===== src/shared/irq_prio_pkg.sv =====
/*
 * irq_prio_pkg: register map, field layout and carrier types for the
 * interrupt priority configuration bank.
 * Assumes a 32-bit APB master and one clock shared with the sources.
 */
package irq_prio_pkg;

  localparam int ADDR_W   = 8;
  localparam int DATA_W   = 32;
  localparam int NUM_REGS = 3;
  localparam int LANES    = 4;
  localparam int NUM_SRC  = NUM_REGS * LANES;
  localparam int LANE_W   = 8;
  localparam int LEVEL_W  = 3;
  localparam int SUB_W    = 2;
  localparam int LEVEL_LSB = 2;
  localparam int SUB_LSB   = 0;

  localparam logic [ADDR_W-1:0] IRQ_PRIO_CTRL_SIX_OFS   = 8'h00;
  localparam logic [ADDR_W-1:0] IRQ_PRIO_CTRL_SEVEN_OFS = 8'h04;
  localparam logic [ADDR_W-1:0] IRQ_PRIO_CTRL_EIGHT_OFS = 8'h08;

  localparam logic [LEVEL_W-1:0] LEVEL_DISABLED = 3'h0;
  localparam logic [LEVEL_W-1:0] LEVEL_RESET    = 3'h0;
  localparam logic [SUB_W-1:0]   SUB_RESET      = 2'h0;
  localparam logic [DATA_W-1:0]  READ_ZERO      = 32'h0000_0000;

  // source index = register number * 4 + byte lane
  typedef enum logic [3:0] {
    SRC_SERIAL_PORT_A   = 4'h0,
    SRC_TWO_WIRE_PORT_A = 4'h1,
    SRC_PIN_CHANGE      = 4'h2,
    SRC_CONVERTER       = 4'h3,
    SRC_PARALLEL_PORT   = 4'h4,
    SRC_COMPARATOR_A    = 4'h5,
    SRC_COMPARATOR_B    = 4'h6,
    SRC_SYNC_SERIAL_B   = 4'h7,
    SRC_SERIAL_PORT_B   = 4'h8,
    SRC_TWO_WIRE_PORT_B = 4'h9,
    SRC_CLOCK_MONITOR   = 4'hA,
    SRC_CALENDAR_CLOCK  = 4'hB
  } source_t;

  typedef struct packed {
    logic [LEVEL_W-1:0] level;
    logic [SUB_W-1:0]   sublevel;
  } src_cfg_t;

  typedef struct packed {
    logic              psel;
    logic              penable;
    logic              pwrite;
    logic [ADDR_W-1:0] paddr;
    logic [DATA_W-1:0] pwdata;
    logic [LANES-1:0]  pstrb;
  } apb_req_t;

endpackage : irq_prio_pkg


===== src/verilog/irq_priority_config_bank.sv =====
/*
 * irq_priority_config_bank: three priority control registers holding a
 * level and sublevel for each of twelve interrupt sources, on APB.
 * Assumes irqRequest comes from logic on mclk; arbitration lives outside.
 */
// Overview of operation
// - nonzero 3-bit level code gives priority 1 to 7, value equals level
// - level code zero disables the source; eligible drops one cycle after its level becomes zero
// - 2-bit sublevel code gives subpriority 0 to 3 directly
// - converter: level bits 28-26, sublevel 25-24 of the first register
// - first register: pin change 20-18/17-16, port a 12-10/9-8, 4-2/1-0
// - second register: sync serial b, comparator b, a, parallel port lanes
// - third register: calendar 28-26, two-wire b 12-10/9-8, serial b 4-2/1-0
// - power-on reset clears all level and sublevel bits, sources disabled
`timescale 1ns/1ps
`default_nettype none

module irq_priority_config_bank #(
  parameter int NUM_SRC = irq_prio_pkg::NUM_SRC
) (
  input  wire logic                              mclk,
  input  wire logic                              rst_b,
  input  wire irq_prio_pkg::apb_req_t            apbReq,
  output logic [irq_prio_pkg::DATA_W-1:0]        prdata,
  output logic                                   pready,
  output logic                                   pslverr,
  input  wire logic [NUM_SRC-1:0]                irqRequest,
  output irq_prio_pkg::src_cfg_t [NUM_SRC-1:0]   sourceCfg,
  output logic [NUM_SRC-1:0]                     eligible
);

  typedef struct packed {
    irq_prio_pkg::src_cfg_t [NUM_SRC-1:0] cfg;
    logic [irq_prio_pkg::DATA_W-1:0]      rdata;
    logic                                 rerr;
    logic [NUM_SRC-1:0]                   eligible;
  } state_t;

  state_t state;
  state_t next_state;

  logic       hit;
  logic [1:0] hitReg;
  logic       setup;
  logic       access;

  // address decode; unmapped addresses answer with pslverr
  always_comb begin
    hit    = 1'b1;
    hitReg = 2'h0;
    if (apbReq.paddr == irq_prio_pkg::IRQ_PRIO_CTRL_SIX_OFS) begin
      hitReg = 2'h0;
    end else if (apbReq.paddr == irq_prio_pkg::IRQ_PRIO_CTRL_SEVEN_OFS) begin
      hitReg = 2'h1;
    end else if (apbReq.paddr == irq_prio_pkg::IRQ_PRIO_CTRL_EIGHT_OFS) begin
      hitReg = 2'h2;
    end else begin
      hit = 1'b0;
    end
  end

  assign setup  = apbReq.psel && !apbReq.penable;
  assign access = apbReq.psel && apbReq.penable;

  always_comb begin
    int lane;
    int regNum;
    lane   = 0;
    regNum = 0;
    next_state = state;
    // read data is captured in the setup cycle so prdata comes from a flop
    if (setup) begin
      next_state.rdata = irq_prio_pkg::READ_ZERO;
      next_state.rerr  = !hit;
      for (int i = 0; i < NUM_SRC; i++) begin
        lane   = i % irq_prio_pkg::LANES;
        regNum = i / irq_prio_pkg::LANES;
        if (hit && (regNum == int'(hitReg))) begin
          // lane layout bits 7-5 read zero
          next_state.rdata[lane*irq_prio_pkg::LANE_W
                           +irq_prio_pkg::LEVEL_LSB+:irq_prio_pkg::LEVEL_W]
            = state.cfg[i].level;
          next_state.rdata[lane*irq_prio_pkg::LANE_W
                           +irq_prio_pkg::SUB_LSB+:irq_prio_pkg::SUB_W]
            = state.cfg[i].sublevel;
        end
      end
    end
    // write takes effect on the access edge, per byte strobe
    if (access && apbReq.pwrite && hit) begin
      for (int i = 0; i < NUM_SRC; i++) begin
        lane   = i % irq_prio_pkg::LANES;
        regNum = i / irq_prio_pkg::LANES;
        if ((regNum == int'(hitReg)) && apbReq.pstrb[lane]) begin
          // reserved bits are not stored, so any value written is dropped
          next_state.cfg[i].level = apbReq.pwdata[lane*irq_prio_pkg::LANE_W
            +irq_prio_pkg::LEVEL_LSB+:irq_prio_pkg::LEVEL_W];
          next_state.cfg[i].sublevel = apbReq.pwdata[lane*irq_prio_pkg::LANE_W
            +irq_prio_pkg::SUB_LSB+:irq_prio_pkg::SUB_W];
        end
      end
    end
    for (int i = 0; i < NUM_SRC; i++) begin
      next_state.eligible[i] = irqRequest[i]
        && (state.cfg[i].level != irq_prio_pkg::LEVEL_DISABLED);
    end
  end

  always_ff @(posedge mclk or negedge rst_b) begin
    if (!rst_b) begin
      for (int i = 0; i < NUM_SRC; i++) begin
        state.cfg[i].level    <= irq_prio_pkg::LEVEL_RESET;
        state.cfg[i].sublevel <= irq_prio_pkg::SUB_RESET;
      end
      state.rdata    <= irq_prio_pkg::READ_ZERO;
      state.rerr     <= 1'b0;
      state.eligible <= '0;
    end else begin
      state <= next_state;
    end
  end

  assign pready    = 1'b1;
  assign prdata    = state.rdata;
  assign pslverr   = access && state.rerr;
  assign sourceCfg = state.cfg;
  assign eligible  = state.eligible;

endmodule : irq_priority_config_bank

`default_nettype wire


===== config.mk =====
export PLATFORM = sky130hd
export DESIGN_NAME = irq_priority_config_bank
export DESIGN_NICKNAME = d
export VERILOG_FILES = /design/src/shared/irq_prio_pkg.sv /design/src/verilog/irq_priority_config_bank.sv
export SDC_FILE = /design/constraint.sdc
export NUM_CORES = 1
export LEC_CHECK = 0
export BUFFER_PORTS_ARGS = -buffer_cell sky130_fd_sc_hd__buf_2
export CAP_MARGIN = 25
export CORE_MARGIN = 2
export CORE_UTILIZATION = 38
export CTS_CLUSTER_SIZE = 8
export DETAILED_ROUTE_END_ITERATION = 10
export PLACE_DENSITY_LB_ADDON = 0.12
export SETUP_SLACK_MARGIN = 0.3
export SYNTH_ARGS = -nofsm -noshare
export SYNTH_HDL_FRONTEND = slang
export SYNTH_SLANG_ARGS = --single-unit

===== constraint.sdc =====
create_clock -name mclk -period 1.3 [get_ports mclk]
set_input_delay 0.26 -clock mclk [delete_from_list [all_inputs] [get_ports mclk]]
set_output_delay 0.26 -clock mclk [all_outputs]
set_load 0.005 [all_outputs]

==> metrics.yaml, run 1 <==
sta:
  setup_tns_ps: 0
  slew_violations: 0
  fmax_ghz: 0.776
  hold_slack_ps: 132
  hold_viol_final: 0
  min_period_ps: 1290
  setup_viol: 0
  rsz0062_at_grt: "true"
  period_share: 0.992
  fin_worst_skew_ps: 4.61
setup_path:
  r2r_cells: 4
  crit_fanout: 7
  critPathLaunchType: "primary input"
  crit_required_ps: 1560
  crit_path_end_kind: "flip-flop"
  critPathKind: "in2reg"
  rrSetupSlack_ps: 150
  cp.arrival_ps: 1550
cells_and_area:
  layout-drive-gt1-share: 0.632
  final_cell_area_sq_mm: 0.00660
  post-route-util: 0.547
  finalNetCount: 630
  antennaDiodeCount: 0
  syn_to_final_growth_pct: 39.6
logic_synthesis:
  synthTopCellsByCount: "buf_4, dfrtp_1, mux2_2"
  synthesis.area_sq_mm: 0.00473
  yosysMostFrequentCell: "buf_4"
  synth.top_cells.by_area: "dfrtp_1, buf_4, mux2_2"
  yosysWarnings: 0
  synth_flop_cell: "dfrtp_1"
  synth_area_per_cell_sq_um: 11.4
  ys_ff_latch: 93
  syn_inst: 414
  synth_top_area_frac: 0.492
  synth-edff-count: 0
  yosys.area.top_type: "dfrtp_1"
  async_reset_ff_frac: 1.00
  synthDistinctLibCells: 23
  yosysSeqAreaShare: 0.492
global_route:
  antenna_found_initial: 1
  first_global_vias: 3382
  grt_usage: 0.191
  grt_max_degree: 40
  grt_pass1_wl_mm: 18.9
  overflow: 0
routing:
  wl_per_cell_um: 17.6
  drc: 0
  wl_met3_um: 717
  drt_first_iter_violations: 165
  ant_nets: 0
  drt-vias-per-instance: 4.80
  dr_wl_met2_mm: 6.39
  drt-total-wl_mm: 13.0
  drt-met1-wl_mm: 5.71
  dr.pass1.iters: 4
  vias: 3560
  top_layer: "met5"
place:
  place_area_sq_mm: 0.00514
  gp_congestion: 0.782
  hpwl_mm: 8.55
  io_buffer_count: 141
power:
  power.internal_mw: 4.50
  ir_drop_uv: 471
  clkPwrFrac: 0.407
  p_comb_frac: 0.092
  seqPwrFrac: 0.501
  p_leak_nw: 3.74
  p_total_mw: 5.86
  power.switching_mw: 1.36
  switching_share: 0.232
  p_per_area_mw_per_mm2: 887
die:
  ios: 167
  fp.dieW_um: 116
  die_y_um: 116
  num_rows: 40
  start_util: 0.392
  dieArea_sq_mm: 0.0134
  core_sq_mm: 0.0121
clocking:
  htreeDepth: 3
  clk_latency_ps: 350
  clock_path_buffers: 2
  path_clk_slew_ps: 60
  cts-root-buf: "clkbuf_16"
  cts.sinks: 93
  numCtsBuffers: 9
  cts_tree: "done"
run_status:
  status: "complete, no violations"
min_path:
  hp-class: "in2reg"
  whs_path_depth: 2
run:
  maxCapViolCount: 0
## per-layer routing
metal	GRT usage	vias up
met2	0.311	115
met3	0.0445	15
met5	0	-
met4	0.0731	2
li1	-	1649
met1	0.249	1779
## worst paths after layout
path	start	endpoint
worst max-delay path	apbReq[42]	prdata[18]
worst min-delay path	irqRequest[3]	eligible[3]
worst max register to register	sourceCfg[6]	prdata[9]
worst min register to register	state[12]	state[12]
max in group asynchronous	rst_b	sourceCfg[0]
min in group asynchronous	rst_b	sourceCfg[17]
## power by group through the flow
stage | logic (mW) | registers [mW] | clock network (mW)
2_1_floorplan | 0.235 | 2.99 | 0
3_3_place_gp | 0.435 | 2.99 | 0
4_1_cts | 0.477 | 2.93 | 2.47
3_5_place_dp | 0.440 | 2.99 | 0
5_1_grt | 0.586 | 2.93 | 2.59
6_report | 0.536 | 2.93 | 2.39
## worst max-delay path: stages
cell      delay (ps)
buf_6            100
nor4_4           240
buf_4            180
buf_12           110
nand4b_1         210
buf_6            220
o31ai_4          230
## timing repair
item                                   4_1_cts  5_1_grt
pin swaps                                    1       10
endpoints found under the hold margin       15        0
setup endpoints to repair                  173      173
hold buffers                                 1        0
buffers inserted                            62       16
gates cloned                                 0        1
resized for setup                            4      130
## area by class of cell
type	instances	area (sq um)
clock buffer	13	250
tap	168	210
sequential	93	2330
timing repair buffer	254	1730
clock inverter	2	10.0
fill	1082	5460
multi-input combinational	211	2070
## cells in the final DEF, fill, tap and decap left out, drive strengths merged, types with 2 or more instances in the layout
cell type / count
a2bb2oi: 20
and3: 2
buf: 251
clkbuf: 15
clkinv: 2
conb: 13
dfrtp: 93
mux2: 60
nand2: 21
nand4: 12
nor2: 41
nor4: 2
nor4b: 2
o31a: 12
o31ai: 20
## per-stage QoR
| step | worst slack [ps] | instances |
|---|---|---|
| after floorplan | -122 | 425 |
| after global placement | -285 | 646 |
| after detailed placement | -311 | 646 |
| after CTS | 29.7 | 724 |
| after global routing | -17.3 | 741 |
| final | 11.0 | 741 |
## kinds of logic (layout without fill, tap and decap cells)
group,after synthesis,in the layout,share of synthesized area
buf+inv,121,269,0.182
flops,93,93,0.492
simple gates,84,84,0.0879
mux,60,60,0.143
compound gates,54,54,0.0939
other cells,2,13,0.00159
## flip-flops by register name, indices dropped and copies added, names as in the netlist
register	flops
eligible	12
prdata	20
sourceCfg	60
state	1
(Power assumes the default switching activity.)
==> run 2: changes to the inputs <==
--- a/config.mk
+++ b/config.mk
@@ -5,6 +5,7 @@
 export SDC_FILE = /design/constraint.sdc
 export NUM_CORES = 1
 export LEC_CHECK = 0
+export ABC_AREA = 1
 export BUFFER_PORTS_ARGS = -buffer_cell sky130_fd_sc_hd__buf_2
 export CAP_MARGIN = 25
 export CORE_MARGIN = 2
==> metrics.yaml, run 2 <==
run_status:
  status: "complete, no violations"
setup_path:
  crit_fanout: 6  # -1
  crit_path_end_kind: "flip-flop"
  cp.arrival_ps: 1440  # -110 ps
  critical-path-top-delay-family: "simple AND/OR/NAND/NOR gates"
  crit_path_top_delay_cell: "buf_6"
  crit_buf_inv: 5  # +1
  critPathLaunchType: "primary input"
  cp_common_cell: "buf_6"
  slowest_delay_ps: 150  # -90 ps
  critPathKind: "in2reg"
  crit_required_ps: 1530  # -30 ps
  worstPathCellList: "buf_6 > inv_4 > nand2_4 > nor2_4 > buf_6 > buf_8 > nand2_8 > nand2_8 > nor2_4 > buf_6 > nand3_2 > nand2_1"
cells_and_area:
  layout_commonest_cell: "nand2_1"
  largest_reg_flops: 60  # unchanged
  finalNetCount: 896  # +42%
  layout-drive-gt1-share: 0.555  # -0.0763
  layout_common_cells: "nand2_1, buf_2, buf_4"
  finalNonFillerCells: 1015  # +37%
  syn_to_final_growth_pct: 56.4
  antennaDiodeCount: 0  # unchanged
sta:
  setup_viol: 0  # unchanged
  fin_worst_skew_ps: 3.53  # -1.08 ps
  min_period_ps: 1200  # -85.3 ps
  slew_violations: 0  # unchanged
  fmax_ghz: 0.831  # +7.1%
  rsz0062_at_grt: "true"
  hold_viol_final: 0  # unchanged
  hold_slack_ps: 111  # -21.2 ps
  period_share: 0.926  # -0.0656
logic_synthesis:
  synthDistinctLibCells: 19  # -17%
  synthMuxAreaShare: 0  # -0.143
  synthSimpleGateAreaFrac: 0.304  # +0.216
  syn_inst: 638  # +54%
  synth_compound_area_frac: 0.0342  # -0.0598
  synth-edff-count: 0  # unchanged
  synthAdderAreaFrac: 0  # unchanged
  synthesis.area_sq_mm: 0.00505  # +6.9%
  synth_top_family_by_area: "simple AND/OR/NAND/NOR gates"
  synthTopCellsByCount: "nand2_1, buf_4, nand3_1"
  synth_top_area_frac: 0.461  # -0.0316
  synth_area_per_cell_sq_um: 7.92  # -31%
  synth.top_cells.by_area: "dfrtp_1, nand2_1, buf_4"
  yosysSeqAreaShare: 0.461  # -0.0316
  ys_ff_latch: 93  # unchanged
  yosysMostFrequentCell: "nand2_1"
  yosysWarnings: 0  # unchanged
  yosys.area.top_type: "dfrtp_1"
  synth_flop_cell: "dfrtp_1"
  async_reset_ff_frac: 1.00  # unchanged
  synthXorXnorAreaFrac: 0  # unchanged
global_route:
  overflow: 0  # unchanged
  first_global_vias: 4674  # +38%
  antenna_found_initial: 0  # -1
  grt_usage: 0.225  # +0.0335
  grt_max_degree: 43  # +7.5%
  grt_pass1_wl_mm: 24.7  # +31%
die:
  start_util: 0.385  # -0.00744
  ios: 167  # unchanged
  fp.dieW_um: 119  # +3.3%
  die_y_um: 119  # +3.3%
  num_rows: 42  # +5.0%
  core_sq_mm: 0.0131  # +8.9%
  dieArea_sq_mm: 0.0142  # +6.6%
clocking:
  cts-root-buf: "clkbuf_16"
  cts_tree: "done"
  path_clk_slew_ps: 60  # about the same
  htreeDepth: 3  # unchanged
  cts.sinks: 93  # unchanged
  clk_latency_ps: 350  # about the same
  numCtsBuffers: 9  # unchanged
  clock_path_buffers: 2  # unchanged
place:
  hpwl_mm: 9.58  # +12%
  dp_cells: 878  # +36%
  io_buffer_count: 141  # unchanged
  gp_congestion: 0.778  # -0.50%
power:
  ir_drop_uv: 788  # +67%
  p_total_mw: 5.89  # +0.58%
  p_leak_nw: 4.50  # +20%
  p_per_area_mw_per_mm2: 746  # -16%
routing:
  vias: 4904  # +38%
  drt-total-wl_mm: 16.2  # +25%
  ant_nets: 0  # unchanged
  drc: 0  # unchanged
  dr.pass1.iters: 5  # +1
  wl_per_cell_um: 16.0  # -8.9%
  drt-vias-per-instance: 4.83  # +0.57%
  drt_first_iter_violations: 358  # +120%
run:
  maxCapViolCount: 0  # unchanged
min_path:
  hp-class: "in2reg"
-- run 2: changes by cell type after synthesis, moves of 6 or more --
cell / change
nand2_1: +197
nand3_1: +102
mux2_2: -60
inv_1: +27
a2bb2oi_1: -20
nor2_1: -20
o31ai_1: -20
a21oi_1: +13
nand4_1: -12
nor2_2: +12
buf_2: +6
-- run 2: kinds of logic after synthesis --
logic type             count (synthesis)
other                                  2
and+or+nand+nor                      360
buffers and inverters                157
DFF                                   93
AOI/OAI and AO/OA                     26
-- run 2: path summary, 6_finish.rpt --
check	start	endpoint	slack (ps)	cells past startpoint
worst min-delay path	irqRequest[11]	eligible[11]	110	3
max in group asynchronous	rst_b	sourceCfg[29]	450	3
worst min register to register	prdata[2]	prdata[2]	480	2
worst max register to register	sourceCfg[33]	eligible[6]	200	3
min in group asynchronous	rst_b	prdata[28]	350	2
worst max-delay path	apbReq[43]	sourceCfg[5]	100	12
-- run 2: metal layers --
layer  share of wire  routed length [um]  track usage  vias to the layer above
met5               0                   0            0                        -
met4           0.013                 204       0.0441                        0
met3           0.063                1020       0.0560                       18
met2            0.50                8140        0.380                      207
met1            0.42                6890        0.295                     2371
li1                -                   -            -                     2308
-- run 2: worst reg2reg max path, delay by kind of cell (launching register included) --
family,cells,cell delay [ps]
flops,1,390
compound gates,1,310
buf+inv,2,280
-- run 2: per-stage QoR --
stage	setup TNS (ps)	utilization	cell area, sq um	setup slack, ps
2_1_floorplan	0	-	5130	49.8
3_3_place_gp	-16310	0.421	5530	-272
3_5_place_dp	-19180	0.421	5530	-317
4_1_cts	0	0.559	7340	93.8
5_1_grt	0	0.601	7900	45.2
6_report	0	0.601	7900	96.2
-- run 2: timing repair --
item,in CTS,in global routing
endpoints found under the setup margin,173,175
pin swaps,62,65
buffers inserted,84,30
hold buffers,1,0
cloned,7,0
endpoints found under the hold margin,17,0
resized for setup,162,83
-- run 2: area by class of cell --
cell class                 count  area [sq um]
clock buffer                  13           250
clock inverter                 2          10.0
fill                        1096          5240
inverter                      31           144
multi-input combinational    400          2510
sequential                    93          2330
tap                          176           220
timing repair buffer         300          2440
-- run 2: report_power, final --
group	internal [mW]	switching (mW)	total [mW]	leakage [nW]
Clock	1.33	1.09	2.42	0.129
Sequential	2.91	0.0144	2.93	1.29
Combinational	0.216	0.325	0.541	3.07
Total	4.46	1.43	5.89	4.50
==> run 3: changes to the inputs <==
--- a/config.mk
+++ b/config.mk
@@ -12,6 +12,7 @@
 export CORE_UTILIZATION = 38
 export CTS_CLUSTER_SIZE = 8
 export DETAILED_ROUTE_END_ITERATION = 10
+export HOLD_SLACK_MARGIN = 0.1
 export PLACE_DENSITY_LB_ADDON = 0.12
 export SETUP_SLACK_MARGIN = 0.3
 export SYNTH_ARGS = -nofsm -noshare
==> constraint.sdc (replaced) <==
create_clock -name mclk -period 1.4 [get_ports mclk]
set_input_delay 0.28 -clock mclk [delete_from_list [all_inputs] [get_ports mclk]]
set_output_delay 0.28 -clock mclk [all_outputs]
set_load 0.005 [all_outputs]
==> metrics.yaml, run 3 (synthesis gave the netlist of run 2 again) <==
run_status:
  status: "complete, no violations"
sta:
  hold_viol_final: 0  # unchanged
  setup_viol: 0  # unchanged
  min_period_ps: 1220
  fin_worst_skew_ps: 5.67  # +2.13 ps
  period_share: 0.870
  slew_violations: 0  # unchanged
  fmax_ghz: 0.821
  hold_slack_ps: 135  # +24.2 ps
  rsz0062_at_grt: "true"
setup_path:
  critPathLaunchType: "primary input"
  crit_buf_inv: 6  # +1
  crit_path_top_delay_cell: "nor2b_4"
  rrSetupSlack_ps: 300  # +100 ps
  cp_common_cell: "buf_6"
  r2r_end: "eligible[6]"
  slowest_delay_ps: 170  # +20 ps
  critPathKind: "in2reg"
  crit_path_end_kind: "flip-flop"
  r2r_cells: 3  # unchanged
  crit_required_ps: 1690  # +160 ps
  critical-path-top-delay-family: "buffers and inverters"
  r2r_start: "sourceCfg[33]"
  cp.arrival_ps: 1500  # +60 ps
  crit_fanout: 5  # -1
  worstPathCellList: "buf_8 > inv_12 > nand2_4 > nor2_4 > buf_6 > buf_6 > nor2b_4 > buf_6 > buf_8 > nand2_2 > nand3_2 > nand2_1 > nand2_1"
cells_and_area:
  largest_reg_flops: 60  # unchanged
  layout_common_cells: "nand2_1, buf_2, buf_4"
  finalNonFillerCells: 1006  # -0.89%
  finalNetCount: 886  # -1.1%
  layout-drive-gt1-share: 0.541  # -0.0145
  syn_to_final_growth_pct: 50.8
  layout_commonest_cell: "nand2_1"
  antennaDiodeCount: 0  # unchanged
die:
  die_y_um: 119  # unchanged
  fp.dieW_um: 119  # unchanged
  num_rows: 42  # unchanged
  core_sq_mm: 0.0131  # unchanged
  dieArea_sq_mm: 0.0142  # unchanged
  ios: 167  # unchanged
  start_util: 0.385  # unchanged
global_route:
  overflow: 0  # unchanged
  grt_max_degree: 43  # unchanged
  first_global_vias: 4608  # -1.4%
  grt_pass1_wl_mm: 23.8  # -3.8%
  grt_usage: 0.215  # -0.0103
  antenna_found_initial: 0  # unchanged
place:
  dp_cells: 876  # -0.23%
  io_buffer_count: 141  # unchanged
  gp_congestion: 0.822  # +5.6%
  hpwl_mm: 9.51  # -0.73%
clocking:
  clock_path_buffers: 2  # unchanged
  cts.sinks: 93  # unchanged
  htreeDepth: 3  # unchanged
  numCtsBuffers: 9  # unchanged
  cts-root-buf: "clkbuf_16"
  clk_latency_ps: 350  # about the same
  cts_tree: "done"
  path_clk_slew_ps: 60  # about the same
routing:
  wl_per_cell_um: 15.5  # -3.3%
  wl_met3_mm: 1.00  # -2.1%
  drt-total-wl_mm: 15.6  # -4.1%
  dr_wl_met2_mm: 7.84  # -3.6%
  drt-vias-per-instance: 4.73  # -2.0%
  dr.pass1.iters: 5  # unchanged
  top_layer: "met4"
  ant_nets: 0  # unchanged
  drc: 0  # unchanged
  drt-met1-wl_mm: 6.46  # -6.3%
  drt_first_iter_violations: 270  # -25%
  vias: 4763  # -2.9%
min_path:
  hp-class: "in2reg"
  hold_end: "eligible[10]"
  whs_path_depth: 3  # unchanged
  min_from: "irqRequest[10]"
power:
  p_leak_nw: 4.44  # -1.2%
  ir_drop_uv: 567  # -28%
  p_per_area_mw_per_mm2: 784  # +5.2%
  p_total_mw: 5.97  # +1.4%
run:
  maxCapViolCount: 0  # unchanged
-- run 3: cell types whose count changed in the layout (fill, tap and decap cells not counted), moves of 3 or more --
cell | before | now
inv_2 | 4 | 7
clkbuf_8 | 1 | 4
nand3_1 | 41 | 51
buf_12 | 17 | 10
clkbuf_1 | 3 | 0
buf_6 | 39 | 28
nand3_2 | 59 | 51
buf_4 | 95 | 106
buf_16 | 5 | 2
nand2_2 | 40 | 44
nor2_1 | 14 | 17
-- run 3: metal layers --
metal,vias to the layer above,global-route usage
li1,2293,-
met1,2276,0.281
met2,169,0.361
met3,25,0.0378
met4,0,0.0706
met5,-,0
-- run 3: through the flow --
step,TNS (ps),setup slack (ps),utilization,instance area (sq um)
2_1_floorplan,0,130,-,5130
3_3_place_gp,-10620,-210,0.420,5510
3_5_place_dp,-12020,-243,0.420,5510
4_1_cts,0,181,0.531,6970
5_1_grt,0,135,0.580,7620
6_report,0,182,0.580,7620
-- run 3: layout make-up --
| class | count | area [sq um] |
|---|---|---|
| fill | 1212 | 5520 |
| multi-input combinational | 400 | 2430 |
| sequential | 93 | 2330 |
| timing repair buffer | 290 | 2160 |
| clock buffer | 13 | 280 |
| tap | 176 | 220 |
| inverter | 31 | 139 |
| clock inverter | 3 | 65.1 |
-- run 3: what timing repair did --
item / in CTS / in global routing
endpoints found under the hold margin: 15 / 0
hold buffers: 1 / 0
pin swaps: 23 / 75
gates cloned: 5 / 0
buffers inserted: 79 / 29
endpoints found under the setup margin: 173 / 173
resized for setup: 105 / 104
-- run 3: worst max path at each step --
stage,start,endpoint,cells after the start
global placement,apbReq[41],sourceCfg[10],10
global route,apbReq[41],prdata[27],13
finish,apbReq[41],prdata[28],13
detailed placement,apbReq[41],sourceCfg[11],11
floorplan,apbReq[41],sourceCfg[50],9
CTS,state[12],pslverr,3
-- run 3: worst min-delay path, delay by kind of cell --
family                 cells  cell delay [ps]
buffers and inverters      2              140
AOI/OAI and AO/OA          1               30
-- run 3: power breakdown --
group / switching [mW] / total, mW / internal, mW
clock network: 1.04 / 2.79 / 1.76
registers: 0.0123 / 2.72 / 2.71
logic: 0.280 / 0.462 / 0.182
